File: src/rtl/armu_pkg.sv
// Constants shared by the address register modify unit.
package armu_pkg;
    // ------------------------------------------------------------
    // Widths and register counts
    // ------------------------------------------------------------
    localparam int DATA_W = 16;
    localparam int NUM_PTR = 8;
    localparam int NUM_TMP = 4;
    localparam int APB_AW = 8;

    // ------------------------------------------------------------
    // Instruction layout
    // ------------------------------------------------------------
    localparam int OP_LSB = 0;
    localparam int DST_LSB = 4;
    localparam int SRC_LSB = 12;
    localparam int IMM8_LSB = 8;
    localparam int IMM16_LSB = 8;
    localparam int PFX_LSB = 17;
    localparam int LONG_PFX_LSB = 24;
    localparam logic [6:0] SHORT_PREFIX = 7'h0A;
    localparam logic [7:0] LONG_PREFIX = 8'h77;

    // Low three bits of the trailing nibble; the top bit is the slot bit.
    localparam logic [2:0] OP_ADD_REG = 3'h0;
    localparam logic [2:0] OP_MOVE = 3'h1;
    localparam logic [2:0] OP_SUB_REG = 3'h2;
    localparam logic [2:0] OP_ADD_IMM = 3'h4;
    localparam logic [2:0] OP_LOAD_IMM = 3'h5;
    localparam logic [2:0] OP_SUB_IMM = 3'h6;

    // ------------------------------------------------------------
    // Register map (byte addresses) and fields
    // ------------------------------------------------------------
    localparam logic [7:0] ADDR_STATUS = 8'h00;
    localparam logic [7:0] ADDR_LOW_SIZE = 8'h04;
    localparam logic [7:0] ADDR_HIGH_SIZE = 8'h08;
    localparam logic [7:0] ADDR_LOW_START = 8'h0C;
    localparam logic [7:0] ADDR_HIGH_START = 8'h10;
    localparam logic [7:0] ADDR_PTR_BASE = 8'h20;
    localparam logic [7:0] ADDR_TMP_BASE = 8'h40;
    localparam int STAT_LEGACY_BIT = 8;
    localparam logic [15:0] RST_VAL = 16'h0000;
    localparam logic [7:0] RST_CIRC = 8'h00;
endpackage : armu_pkg

File: src/rtl/armu_addr_reg_modify_unit.sv
// Address register modify datapath with an APB register window.
`timescale 1ns/1ps

// Function
// - Move copies source register into destination
// - Short load writes 8-bit immediate to register
// - Short immediate is zero extended
// - Long load writes 16-bit constant, 0x77 prefix
// - Register add adds signed source to destination
// - Immediate add adds unsigned 8-bit constant
// - Register subtract removes signed source
// - Immediate subtract removes unsigned 8-bit constant
// - Circular wrap on enabled or qualified pointers
// - Legacy mode always uses low group size
// - Single cycle, never touches data memory
// - Slot bit is ignored; both encodings execute alike
// - Short load nibble 0101 or 1101
// - Repeated issue executes every cycle
// - Register add sign extends the source
// - Immediate subtract nibble 0110 or 1110
module armu_addr_reg_modify_unit #(
    parameter int NUM_PTR = armu_pkg::NUM_PTR,
    parameter int NUM_TMP = armu_pkg::NUM_TMP
) (
    // Clock, reset and clock enable
    input wire logic pclk,
    input wire logic presetn,
    input wire logic ce,
    // APB register port
    input wire logic psel,
    input wire logic penable,
    input wire logic pwrite,
    input wire logic [armu_pkg::APB_AW-1:0] paddr,
    input wire logic [31:0] pwdata,
    output logic [31:0] prdata,
    output logic pready,
    output logic pslverr,
    // Instruction issue from the decode stage
    input wire logic instr_valid,
    input wire logic instr_long,
    input wire logic [31:0] instr_word,
    input wire logic circ_qual,
    // Completion report
    output logic instr_done,
    output logic instr_illegal,
    output logic mem_access
);
    localparam int DW = armu_pkg::DATA_W;

    // ------------------------------------------------------------
    // Decode helpers
    // ------------------------------------------------------------
    // Top bit of a select field: 0 picks a pointer, 1 a temporary.
    function automatic logic sel_is_tmp(input logic [3:0] f);
        sel_is_tmp = f[3];
    endfunction : sel_is_tmp

    // A select is usable only if the register number exists.
    function automatic logic sel_ok(input logic [3:0] f);
        if (f[3]) begin
            sel_ok = (int'(f[2:0]) < NUM_TMP);
        end else begin
            sel_ok = (int'(f[2:0]) < NUM_PTR);
        end
    endfunction : sel_ok

    // ------------------------------------------------------------
    // State
    // ------------------------------------------------------------
    logic [DW-1:0] ptr_ff [NUM_PTR], nxt_ptr [NUM_PTR];
    logic [DW-1:0] tmp_ff [NUM_TMP], nxt_tmp [NUM_TMP];
    logic [7:0] circ_en_ff, nxt_circ_en;
    logic legacy_ff, nxt_legacy;
    logic [DW-1:0] low_size_ff, nxt_low_size;
    logic [DW-1:0] high_size_ff, nxt_high_size;
    logic [DW-1:0] low_start_ff, nxt_low_start;
    logic [DW-1:0] high_start_ff, nxt_high_start;
    logic done_ff, nxt_done;
    logic illegal_ff, nxt_illegal;
    logic [31:0] prdata_ff, nxt_prdata;
    logic slverr_ff, nxt_slverr;
    logic loaded_ff, nxt_loaded;

    // ------------------------------------------------------------
    // Instruction decode and arithmetic
    // ------------------------------------------------------------
    logic [3:0] src_f;
    logic [3:0] dst_f;
    logic [2:0] op;
    logic legal;
    logic is_arith;
    logic [DW-1:0] src_val;
    logic [DW-1:0] dst_val;
    logic [DW-1:0] imm8_ext;
    logic signed [DW+1:0] delta;
    logic signed [DW+1:0] off;
    logic signed [DW+1:0] size_s;
    logic [DW-1:0] buf_size;
    logic [DW-1:0] buf_start;
    logic use_circ;
    logic [DW-1:0] result;

    // The slot bit (top of the trailing nibble) is accepted either way.
    always_comb begin
        src_f = instr_word[armu_pkg::SRC_LSB +: 4];
        dst_f = instr_word[armu_pkg::DST_LSB +: 4];
        op = instr_word[armu_pkg::OP_LSB +: 3];
        imm8_ext = {8'h00, instr_word[armu_pkg::IMM8_LSB +: 8]};
        legal = 1'b0;
        is_arith = 1'b0;
        if (instr_long) begin
            legal = (instr_word[armu_pkg::LONG_PFX_LSB +: 8] == armu_pkg::LONG_PREFIX);
            op = armu_pkg::OP_LOAD_IMM;
        end else if (instr_word[armu_pkg::PFX_LSB +: 7] == armu_pkg::SHORT_PREFIX) begin
            case (op)
                armu_pkg::OP_MOVE, armu_pkg::OP_ADD_REG, armu_pkg::OP_SUB_REG: begin
                    legal = sel_ok(src_f);
                    is_arith = (op != armu_pkg::OP_MOVE);
                end
                armu_pkg::OP_ADD_IMM, armu_pkg::OP_SUB_IMM: begin
                    legal = 1'b1;
                    is_arith = 1'b1;
                end
                armu_pkg::OP_LOAD_IMM: legal = 1'b1;
                default: legal = 1'b0;
            endcase
        end
        legal = legal && sel_ok(dst_f);
    end

    always_comb begin
        src_val = '0;
        dst_val = '0;
        for (int i = 0; i < NUM_PTR; i++) begin
            if (!sel_is_tmp(src_f) && int'(src_f[2:0]) == i) src_val = ptr_ff[i];
            if (!sel_is_tmp(dst_f) && int'(dst_f[2:0]) == i) dst_val = ptr_ff[i];
        end
        for (int i = 0; i < NUM_TMP; i++) begin
            if (sel_is_tmp(src_f) && int'(src_f[2:0]) == i) src_val = tmp_ff[i];
            if (sel_is_tmp(dst_f) && int'(dst_f[2:0]) == i) dst_val = tmp_ff[i];
        end
    end

    // Signed offset applied by the add and subtract forms.
    always_comb begin
        case (op)
            armu_pkg::OP_ADD_REG: delta = (DW+2)'($signed(src_val));
            armu_pkg::OP_SUB_REG: delta = -(DW+2)'($signed(src_val));
            armu_pkg::OP_ADD_IMM: delta = $signed({2'b00, imm8_ext});
            armu_pkg::OP_SUB_IMM: delta = -$signed({2'b00, imm8_ext});
            default: delta = '0;
        endcase
    end

    // Buffer geometry; legacy mode pins every pointer to the low size.
    always_comb begin
        if (legacy_ff || dst_f[2] == 1'b0) begin
            buf_size = low_size_ff;
        end else begin
            buf_size = high_size_ff;
        end
        buf_start = dst_f[2] ? high_start_ff : low_start_ff;
        use_circ = is_arith && !sel_is_tmp(dst_f) && (buf_size != '0) &&
            (circ_en_ff[dst_f[2:0]] || circ_qual);
    end

    // A single wrap step is enough while each step is smaller than the buffer.
    always_comb begin
        size_s = $signed({2'b00, buf_size});
        off = $signed({2'b00, dst_val}) - $signed({2'b00, buf_start}) + delta;
        if (off >= size_s) begin
            off = off - size_s;
        end else if (off < 0) begin
            off = off + size_s;
        end
        case (op)
            armu_pkg::OP_MOVE: result = src_val;
            armu_pkg::OP_LOAD_IMM: begin
                result = instr_long ? instr_word[armu_pkg::IMM16_LSB +: DW] : imm8_ext;
            end
            default: begin
                if (use_circ) begin
                    result = buf_start + off[DW-1:0];
                end else begin
                    result = dst_val + delta[DW-1:0];
                end
            end
        endcase
    end

    // ------------------------------------------------------------
    // APB decode
    // ------------------------------------------------------------
    logic apb_wr;
    logic [DW-1:0] wr16;

    // Transfers wait while the unit is frozen and until read data is staged.
    assign pready = penable && ce && loaded_ff;
    assign prdata = prdata_ff;
    assign pslverr = slverr_ff;
    assign apb_wr = psel && pready && pwrite;
    assign wr16 = pwdata[DW-1:0];

    // Read data and error are staged each selected cycle for the next edge.
    always_comb begin
        nxt_prdata = 32'h0000_0000;
        nxt_slverr = 1'b1;
        nxt_loaded = psel && !pready;
        case (paddr)
            armu_pkg::ADDR_STATUS: begin
                nxt_prdata[7:0] = circ_en_ff;
                nxt_prdata[armu_pkg::STAT_LEGACY_BIT] = legacy_ff;
                nxt_slverr = 1'b0;
            end
            armu_pkg::ADDR_LOW_SIZE: {nxt_slverr, nxt_prdata[DW-1:0]} = {1'b0, low_size_ff};
            armu_pkg::ADDR_HIGH_SIZE: {nxt_slverr, nxt_prdata[DW-1:0]} = {1'b0, high_size_ff};
            armu_pkg::ADDR_LOW_START: {nxt_slverr, nxt_prdata[DW-1:0]} = {1'b0, low_start_ff};
            armu_pkg::ADDR_HIGH_START: {nxt_slverr, nxt_prdata[DW-1:0]} = {1'b0, high_start_ff};
            default: begin
                for (int i = 0; i < NUM_PTR; i++) begin
                    if (paddr == 8'(armu_pkg::ADDR_PTR_BASE + 4 * i)) begin
                        nxt_prdata[DW-1:0] = ptr_ff[i];
                        nxt_slverr = 1'b0;
                    end
                end
                for (int i = 0; i < NUM_TMP; i++) begin
                    if (paddr == 8'(armu_pkg::ADDR_TMP_BASE + 4 * i)) begin
                        nxt_prdata[DW-1:0] = tmp_ff[i];
                        nxt_slverr = 1'b0;
                    end
                end
            end
        endcase
        if (!psel) begin
            nxt_slverr = 1'b0;
        end
    end

    // ------------------------------------------------------------
    // Next register state
    // ------------------------------------------------------------
    // An instruction write beats an APB write to the same register.
    always_comb begin
        nxt_circ_en = circ_en_ff;
        nxt_legacy = legacy_ff;
        nxt_low_size = low_size_ff;
        nxt_high_size = high_size_ff;
        nxt_low_start = low_start_ff;
        nxt_high_start = high_start_ff;
        nxt_ptr = ptr_ff;
        nxt_tmp = tmp_ff;
        if (apb_wr) begin
            case (paddr)
                armu_pkg::ADDR_STATUS: begin
                    nxt_circ_en = pwdata[7:0];
                    nxt_legacy = pwdata[armu_pkg::STAT_LEGACY_BIT];
                end
                armu_pkg::ADDR_LOW_SIZE: nxt_low_size = wr16;
                armu_pkg::ADDR_HIGH_SIZE: nxt_high_size = wr16;
                armu_pkg::ADDR_LOW_START: nxt_low_start = wr16;
                armu_pkg::ADDR_HIGH_START: nxt_high_start = wr16;
                default: begin
                    for (int i = 0; i < NUM_PTR; i++) begin
                        if (paddr == 8'(armu_pkg::ADDR_PTR_BASE + 4 * i)) nxt_ptr[i] = wr16;
                    end
                    for (int i = 0; i < NUM_TMP; i++) begin
                        if (paddr == 8'(armu_pkg::ADDR_TMP_BASE + 4 * i)) nxt_tmp[i] = wr16;
                    end
                end
            endcase
        end
        if (instr_valid && legal) begin
            for (int i = 0; i < NUM_PTR; i++) begin
                if (!sel_is_tmp(dst_f) && int'(dst_f[2:0]) == i) nxt_ptr[i] = result;
            end
            for (int i = 0; i < NUM_TMP; i++) begin
                if (sel_is_tmp(dst_f) && int'(dst_f[2:0]) == i) nxt_tmp[i] = result;
            end
        end
        nxt_done = instr_valid && legal;
        nxt_illegal = instr_valid && !legal;
    end

    assign mem_access = 1'b0;
    assign instr_done = done_ff;
    assign instr_illegal = illegal_ff;

    // Registers; everything holds while the clock enable is low.
    always_ff @(posedge pclk or negedge presetn) begin
        if (!presetn) begin
            for (int i = 0; i < NUM_PTR; i++) ptr_ff[i] <= armu_pkg::RST_VAL;
            for (int i = 0; i < NUM_TMP; i++) tmp_ff[i] <= armu_pkg::RST_VAL;
            circ_en_ff <= armu_pkg::RST_CIRC;
            legacy_ff <= 1'b0;
            low_size_ff <= armu_pkg::RST_VAL;
            high_size_ff <= armu_pkg::RST_VAL;
            low_start_ff <= armu_pkg::RST_VAL;
            high_start_ff <= armu_pkg::RST_VAL;
            done_ff <= 1'b0;
            illegal_ff <= 1'b0;
            prdata_ff <= 32'h0000_0000;
            slverr_ff <= 1'b0;
            loaded_ff <= 1'b0;
        end else if (ce) begin
            ptr_ff <= nxt_ptr;
            tmp_ff <= nxt_tmp;
            circ_en_ff <= nxt_circ_en;
            legacy_ff <= nxt_legacy;
            low_size_ff <= nxt_low_size;
            high_size_ff <= nxt_high_size;
            low_start_ff <= nxt_low_start;
            high_start_ff <= nxt_high_start;
            done_ff <= nxt_done;
            illegal_ff <= nxt_illegal;
            prdata_ff <= nxt_prdata;
            slverr_ff <= nxt_slverr;
            loaded_ff <= nxt_loaded;
        end
    end
endmodule : armu_addr_reg_modify_unit

File: config.mk
export PLATFORM = sky130hd
export DESIGN_NAME = armu_addr_reg_modify_unit
export DESIGN_NICKNAME = d
export VERILOG_FILES = /design/src/rtl/armu_pkg.sv /design/src/rtl/armu_addr_reg_modify_unit.sv
export SDC_FILE = /design/constraint.sdc
export NUM_CORES = 1
export LEC_CHECK = 0
export BUFFER_PORTS_ARGS = -buffer_cell sky130_fd_sc_hd__buf_2
export CELL_PAD_IN_SITES_DETAIL_PLACEMENT = 1
export CELL_PAD_IN_SITES_GLOBAL_PLACEMENT = 2
export CORE_MARGIN = 2
export CORE_UTILIZATION = 39
export CTS_CLUSTER_SIZE = 12
export DETAILED_ROUTE_END_ITERATION = 16
export PLACE_DENSITY = 0.9
export SLEW_MARGIN = 20
export SYNTH_ARGS = -nofsm -noshare
export SYNTH_HDL_FRONTEND = slang
export SYNTH_SLANG_ARGS = --single-unit
File: constraint.sdc
create_clock -name pclk -period 12.7 [get_ports pclk]
set_input_delay 2.54 -clock pclk [delete_from_list [all_inputs] [get_ports pclk]]
set_output_delay 2.54 -clock pclk [all_outputs]
set_load 0.03 [all_outputs]
* After elaboration in Yosys (flattened, before gate mapping)
Cells that the tools add are included.
Cells by class: shifts and indexed selects 0, $add $sub $neg 8, div/mod/pow operators 0, bitwise gates (word level) 1, multipliers 0, magnitude comparators 5, reductions and logical operators 56, equal/unequal tests 43, muxes and demuxes 101
Operator list (count):
- 2-to-1 mux 16 bit | 66
- 2-to-1 mux 128 bit | 3
- 2-to-1 mux 64 bit | 3
- case mux 18 bit (4 select lines) | 1
- == test 8 x 6 -> 1 bit, second input constant | 8
- adder 16 bit | 3
- case mux 9 bit (5 select lines) | 1
- == test 3 bit, second input constant | 14
- == test 8 x 7 -> 1 bit, second input constant | 5
- logical AND 1 bit | 35
- case mux 7 bit (5 select lines) | 1
- case mux 16 bit (2 select lines) | 1
- 2-to-1 mux 1 bit | 21
- adder 17 x 18 -> 18 bit | 1
- == test 3 x 2 -> 1 bit, second input constant | 6
- >= comparator 18 x 17 -> 1 bit | 1
- < comparator 18 x 1 -> 1 bit, second input constant | 1
- negator 16 -> 18 bit | 1
- negator 8 -> 18 bit | 1
- subtractor 16 x 16 -> 17 bit | 1
- == test 8 x 4 -> 1 bit, second input constant | 2
- nonzero test 16 bit | 1
- subtractor 16 bit | 1
- AND reduction 3 bit | 5
- other kinds (18) | 31
Word-level totals: logic and storage cells 237, RAM bits 0, memories kept 0, bits in registers 285, latch bits 0, bits in read-only memories 0

* Longest topological paths before layout
word-level depth 25, depth in mapped cells 58, mapped depth without buffers 51

* Worst setup path after synthesis
No wires, ideal clock.
path type input to register, start in instr_word[4], end reg ptr_ff[126] in the netlist's numbering, setup slack -1.514 ns, arrival 14.079 ns, stages on the path 51, data required time 12.565 ns, library setup time 0.135 ns, path buffers 7, cells stage by stage clkbuf_1 > buf_1 > buf_1 > clkbuf_1 > buf_1 > mux4_2 > a222oi_1 > a31oi_1 > a221oi_1 > a21oi_1 > ha_1 > nor2b_1 > o2111a_1 > or4_1 > and4_1 > o31ai_1 > nor2_1 > a211o_1 > (+15 left out) > ha_1 > fa_1 > a21oi_1 > o21bai_1 > a21o_1 > a21oi_1 > o21bai_1 > a21o_1 > a21o_1 > a21o_1 > a21o_1 > a21oi_1 > o21bai_1 > a21o_1 > a221o_1 > nor2_1 > buf_4 > a21oi_1
Between the ends: word-level cells in the longest chain between the ends 24
Ends and longest elaborated chain:
- start: declaration | line armu_addr_reg_modify_unit.sv:41 | input wire logic [31:0] instr_word,
- zero test 3 bit | line armu_addr_reg_modify_unit.sv:136, armu_addr_reg_modify_unit.sv:140, armu_addr_reg_modify_unit.sv:274
- logical AND 1 bit | line armu_addr_reg_modify_unit.sv:136, armu_addr_reg_modify_unit.sv:274
- 2-to-1 mux 16 bit (8 in series) | line armu_addr_reg_modify_unit.sv:136 | if (!sel_is_tmp(dst_f) && int'(dst_f[2:0]) == i) dst_val = ptr_ff[i];
- 2-to-1 mux 16 bit (4 in series) | line armu_addr_reg_modify_unit.sv:140 | if (sel_is_tmp(dst_f) && int'(dst_f[2:0]) == i) dst_val = tmp_ff[i];
- subtractor 16 x 16 -> 17 bit | line armu_addr_reg_modify_unit.sv:170 | off = $signed({2'b00, dst_val}) - $signed({2'b00, buf_start}) + delta;
- adder 17 x 18 -> 18 bit | line armu_addr_reg_modify_unit.sv:170
- adder 16 bit or < comparator 18 x 1 -> 1 bit (tied branches) | line armu_addr_reg_modify_unit.sv:174, armu_addr_reg_modify_unit.sv:173
- 2-to-1 mux 16 bit | line armu_addr_reg_modify_unit.sv:173 | end else if (off < 0) begin
- 2-to-1 mux 16 bit | line armu_addr_reg_modify_unit.sv:171 | if (off >= size_s) begin
- adder 16 bit | line armu_addr_reg_modify_unit.sv:183 | result = buf_start + off[DW-1:0];
- 2-to-1 mux 16 bit | line armu_addr_reg_modify_unit.sv:182 | if (use_circ) begin
- case mux 16 bit (2 select lines) | line armu_addr_reg_modify_unit.sv:176 | case (op)
- 2-to-1 mux 16 bit | line armu_addr_reg_modify_unit.sv:274 | if (!sel_is_tmp(dst_f) && int'(dst_f[2:0]) == i) nxt_ptr[i] = result;
- 2-to-1 mux 128 bit * | line armu_addr_reg_modify_unit.sv:272 | if (instr_valid && legal) begin
- end signal: assignment | line armu_addr_reg_modify_unit.sv:305 | ptr_ff <= nxt_ptr;
- end: declaration | line armu_addr_reg_modify_unit.sv:70 | logic [DW-1:0] ptr_ff [NUM_PTR], nxt_ptr [NUM_PTR];
Every way passes the cells marked *; elsewhere a longest branch is shown, timed or not. The select of a mux whose other input is x is not followed. A chain may end at the register's enable or synchronous reset.

* Worst setup path after layout
start in instr_word[5], end reg ptr_ff[47] in the netlist's numbering
Between the ends: word-level cells in the longest chain between the ends 24
Ends and longest elaborated chain (line):
- zero test 3 bit | armu_addr_reg_modify_unit.sv:136, armu_addr_reg_modify_unit.sv:140
- logical AND 1 bit | armu_addr_reg_modify_unit.sv:136
- 2-to-1 mux 16 bit (8 in series) | armu_addr_reg_modify_unit.sv:136
- 2-to-1 mux 16 bit (4 in series) | armu_addr_reg_modify_unit.sv:140
- subtractor 16 x 16 -> 17 bit | armu_addr_reg_modify_unit.sv:170
- adder 17 x 18 -> 18 bit | armu_addr_reg_modify_unit.sv:170
- adder 16 bit or < comparator 18 x 1 -> 1 bit (tied branches) | armu_addr_reg_modify_unit.sv:174, armu_addr_reg_modify_unit.sv:173
- 2-to-1 mux 16 bit | armu_addr_reg_modify_unit.sv:173
- 2-to-1 mux 16 bit | armu_addr_reg_modify_unit.sv:171
- adder 16 bit | armu_addr_reg_modify_unit.sv:183
- 2-to-1 mux 16 bit | armu_addr_reg_modify_unit.sv:182
- case mux 16 bit (2 select lines) | armu_addr_reg_modify_unit.sv:176
- 2-to-1 mux 16 bit | armu_addr_reg_modify_unit.sv:274
- 2-to-1 mux 128 bit * | armu_addr_reg_modify_unit.sv:272
Marked as above.

==> metrics <==
outcome finished, final reports clean; H-tree levels 2; first-pass GRT wire length 186000 um; min-delay worst type reg2reg; Max-cap violations 0; Root Buffer clkbuf_16; Area Overhead vs Synth 22.7%; layout net count 3450; initial antenna violation count 2; CTS Buf Count 34; Multi-input gate area 0.0164 sq mm; FFs w/ async S/R, synth 100%; P_leak 13.8 nW; Iteration-0 DRC Markers 2683; DRC Markers 0; Final Max Tran Viols 0; clock sink count 285; fill count 7331; sw power 1.07 mW; slowest stage cell, crit path or4_4; Final WS setup 0.164 ns; placer congestion estimate 0.978; Pint 1.94 mW; Net Sw Frac 35.5%; R2R Path Start ptr_ff[65]; CP startpoint kind primary input; CTS max path bufs 3; Site Rows 91; crit-path max FO 15; r2r setup slk 2.00 ns; Synth Warn # 0; pwr/cell area 100 mW/mm^2; DR WL/cell 30.8 um; Hold-fix buffers, CTS 0; synth unique cells 110; Hold Path Origin instr_illegal; Post-Syn Area 0.0244 sq mm; full die area 0.0646 sq mm; gr usage total 38.7%; Crit. End Element register; combinational share of power 35.5%; Avg Inst Size Synth 8.34 sq um; FMAX 79.8 MHz; Top FF cell, synth dfrtp_1; fin crit share 98.7%; total core area 0.0618 sq mm; hold slack 0.496 ns; Seq cells post-synth 285; Final Instance Area 0.0299 sq mm; DR vias/cell 6.58; Worst path max stage delay 0.52 ns; top cell type's share of synthesized area 29.2%; Post-synth EDFFs 0; DP HPWL 98100 um; Setup crit start instr_word[5]; CP Buf/Inv Count 8; fraction of layout cells with a size suffix above 1 25.9%; vias in the first global route 27874; antenna cell count 0; Final Hold Fails 0; Initial Utilization 39.5%; Die X-Extent 254 um; register area 0.00713 sq mm; clock latency on the worst-skew pair 0.56 ns; final wirelength 127000 um; DRT Pass-1 Iters 6; TritonCTS clock tree yes; largest net degree at the start of global routing 182; Cells after Synth 2926; Worst Max-Slew Pin Slew 1.06 ns; die height 254 um; critical path class in2reg; Antenna Nets Post-Route 0; crit path time final 12.54 ns; cell taking the most area after synthesis dfrtp_1; critical path data arrival time 13.01 ns; final setup violating endpoints 0; pre-CTS setup slack -0.785 ns; dpl cell area 0.0282 sq mm; final core utilization 48.4%; Clk pwr share 33.5%; Final Skew 0.0205 ns; Crit path max-delay family compound AO/OA/AOI/OAI gates; via count 27156; Worst-path clk slew 0.06 ns; register area share after synthesis 29.2%; Seq pwr share 31.0%; CP Data Required Time 13.17 ns; IR drop worst, VDD 0.000102 V; I/O pin total 118; grt ovf 0; commonest non-fill, non-tap cell in the layout buf_4; commonest non-fill, non-tap cells in the layout buf_4 (431), nor2_1 (315), a21oi_1 (300), dfrtp_1 (285), o22ai_1 (214); Slew HR 29.2%; synth top area cells dfrtp_1 (29%), a21oi_1 (6.5%), o22ai_1 (5.5%), mux2_2 (5.0%), nor2_1 (4.9%); IO Port Bufs 83
==> power by group through the flow <==
stage	sequential (mW)	clock [mW]	combinational [mW]
global route	0.930	1.05	1.13
floorplan	0.948	0	0.509
global placement	0.944	0	0.959
CTS	0.928	1.01	1.00
finish	0.929	1.01	1.07
detailed placement	0.945	0	0.991
==> worst register-to-register path, delay by kind of cell, from the launching register on <==
family	cells	cell delay, ns
AOI/OAI and AO/OA	21	4.54
xor gates and xnor gates	1	0.29
adders and majority gates	3	0.85
buffers and inverters	5	0.70
DFF	1	0.42
muxes	2	0.73
and+or+nand+nor	13	3.09
==> sequential cells by signal (all words and copies together), names as in the netlist <==
name and flops:
loaded_ff 1, tmp_ff 64, high_size_ff 16, low_start_ff 16, prdata 16, circ_en_ff 8
ptr_ff 128, low_size_ff 16, high_start_ff 16, legacy_ff 1, instr_illegal 1, pslverr 1
instr_done 1
==> cells by family after synthesis <==
logic type,Yosys count,synth area share [%]
AO/OA/AOI/OAI,1074,28.9
XOR/XNOR,66,2.44
adder cells (fa/ha/maj),101,5.33
buffers and inverters,343,6.05
flip-flops,285,29.2
multiplexers,235,12.1
other,1,0.0154
AND/OR/NAND/NOR,821,16.0
==> Yosys cell counts (28+ instances only) <==
cell	n
a21oi_1	318
mux2i_1	90
dfrtp_1	285
nand3_1	48
o21ai_0	123
nor2b_1	39
clkbuf_1	159
nor2_1	321
a31oi_1	31
o22ai_1	214
a21o_1	34
a22oi_1	68
nand2b_1	29
a221oi_1	28
o221ai_1	32
ha_1	92
nand2_1	194
inv_1	111
xnor2_1	47
mux4_2	36
nor3_1	42
mux2_2	108
==> cell type report <==
class / instances / share of cell area (%)
sequential: 285 / 23.8
clock inverter: 12 / 0.552
clock buffer: 44 / 3.10
multi-input combinational: 2314 / 54.6
inverter: 113 / 1.42
tap: 837 / 3.50
timing repair buffer: 523 / 13.0
==> per-layer routing <==
metal	track usage [%]	vias up	share of wire, %
li1	-	11685	-
met1	48.9	13781	40
met2	62.8	1347	46
met3	5.87	343	7.5
met4	22.9	0	6.8
met5	0	-	0
==> timing repair <==
item	in CTS	in global routing
hold endpoints to repair	0	0
buffers inserted	1	15
pin swaps	2	46
endpoints found under the setup margin	33	65
cloned	0	1
resized for setup	8	83
==> worst paths after layout <==
check,end,cells past startpoint
worst max-delay path,ptr_ff[47],48
worst min-delay path,instr_illegal,1
worst max register to register,ptr_ff[47],45
worst min register to register,instr_illegal,1
max in group asynchronous,ptr_ff[9],3
min in group asynchronous,ptr_ff[108],1
==> through the flow <==
step | total power [mW] | instances | TNS (ns)
finish | 3.00 | 4128 | 0
global route | 3.10 | 4128 | -2.26
CTS | 2.94 | 4111 | 0
detailed placement | 1.94 | 4054 | -32.51
global placement | 1.90 | 4054 | -27.64
floorplan | 1.46 | 2942 | 0
(Power assumes the default switching activity.)
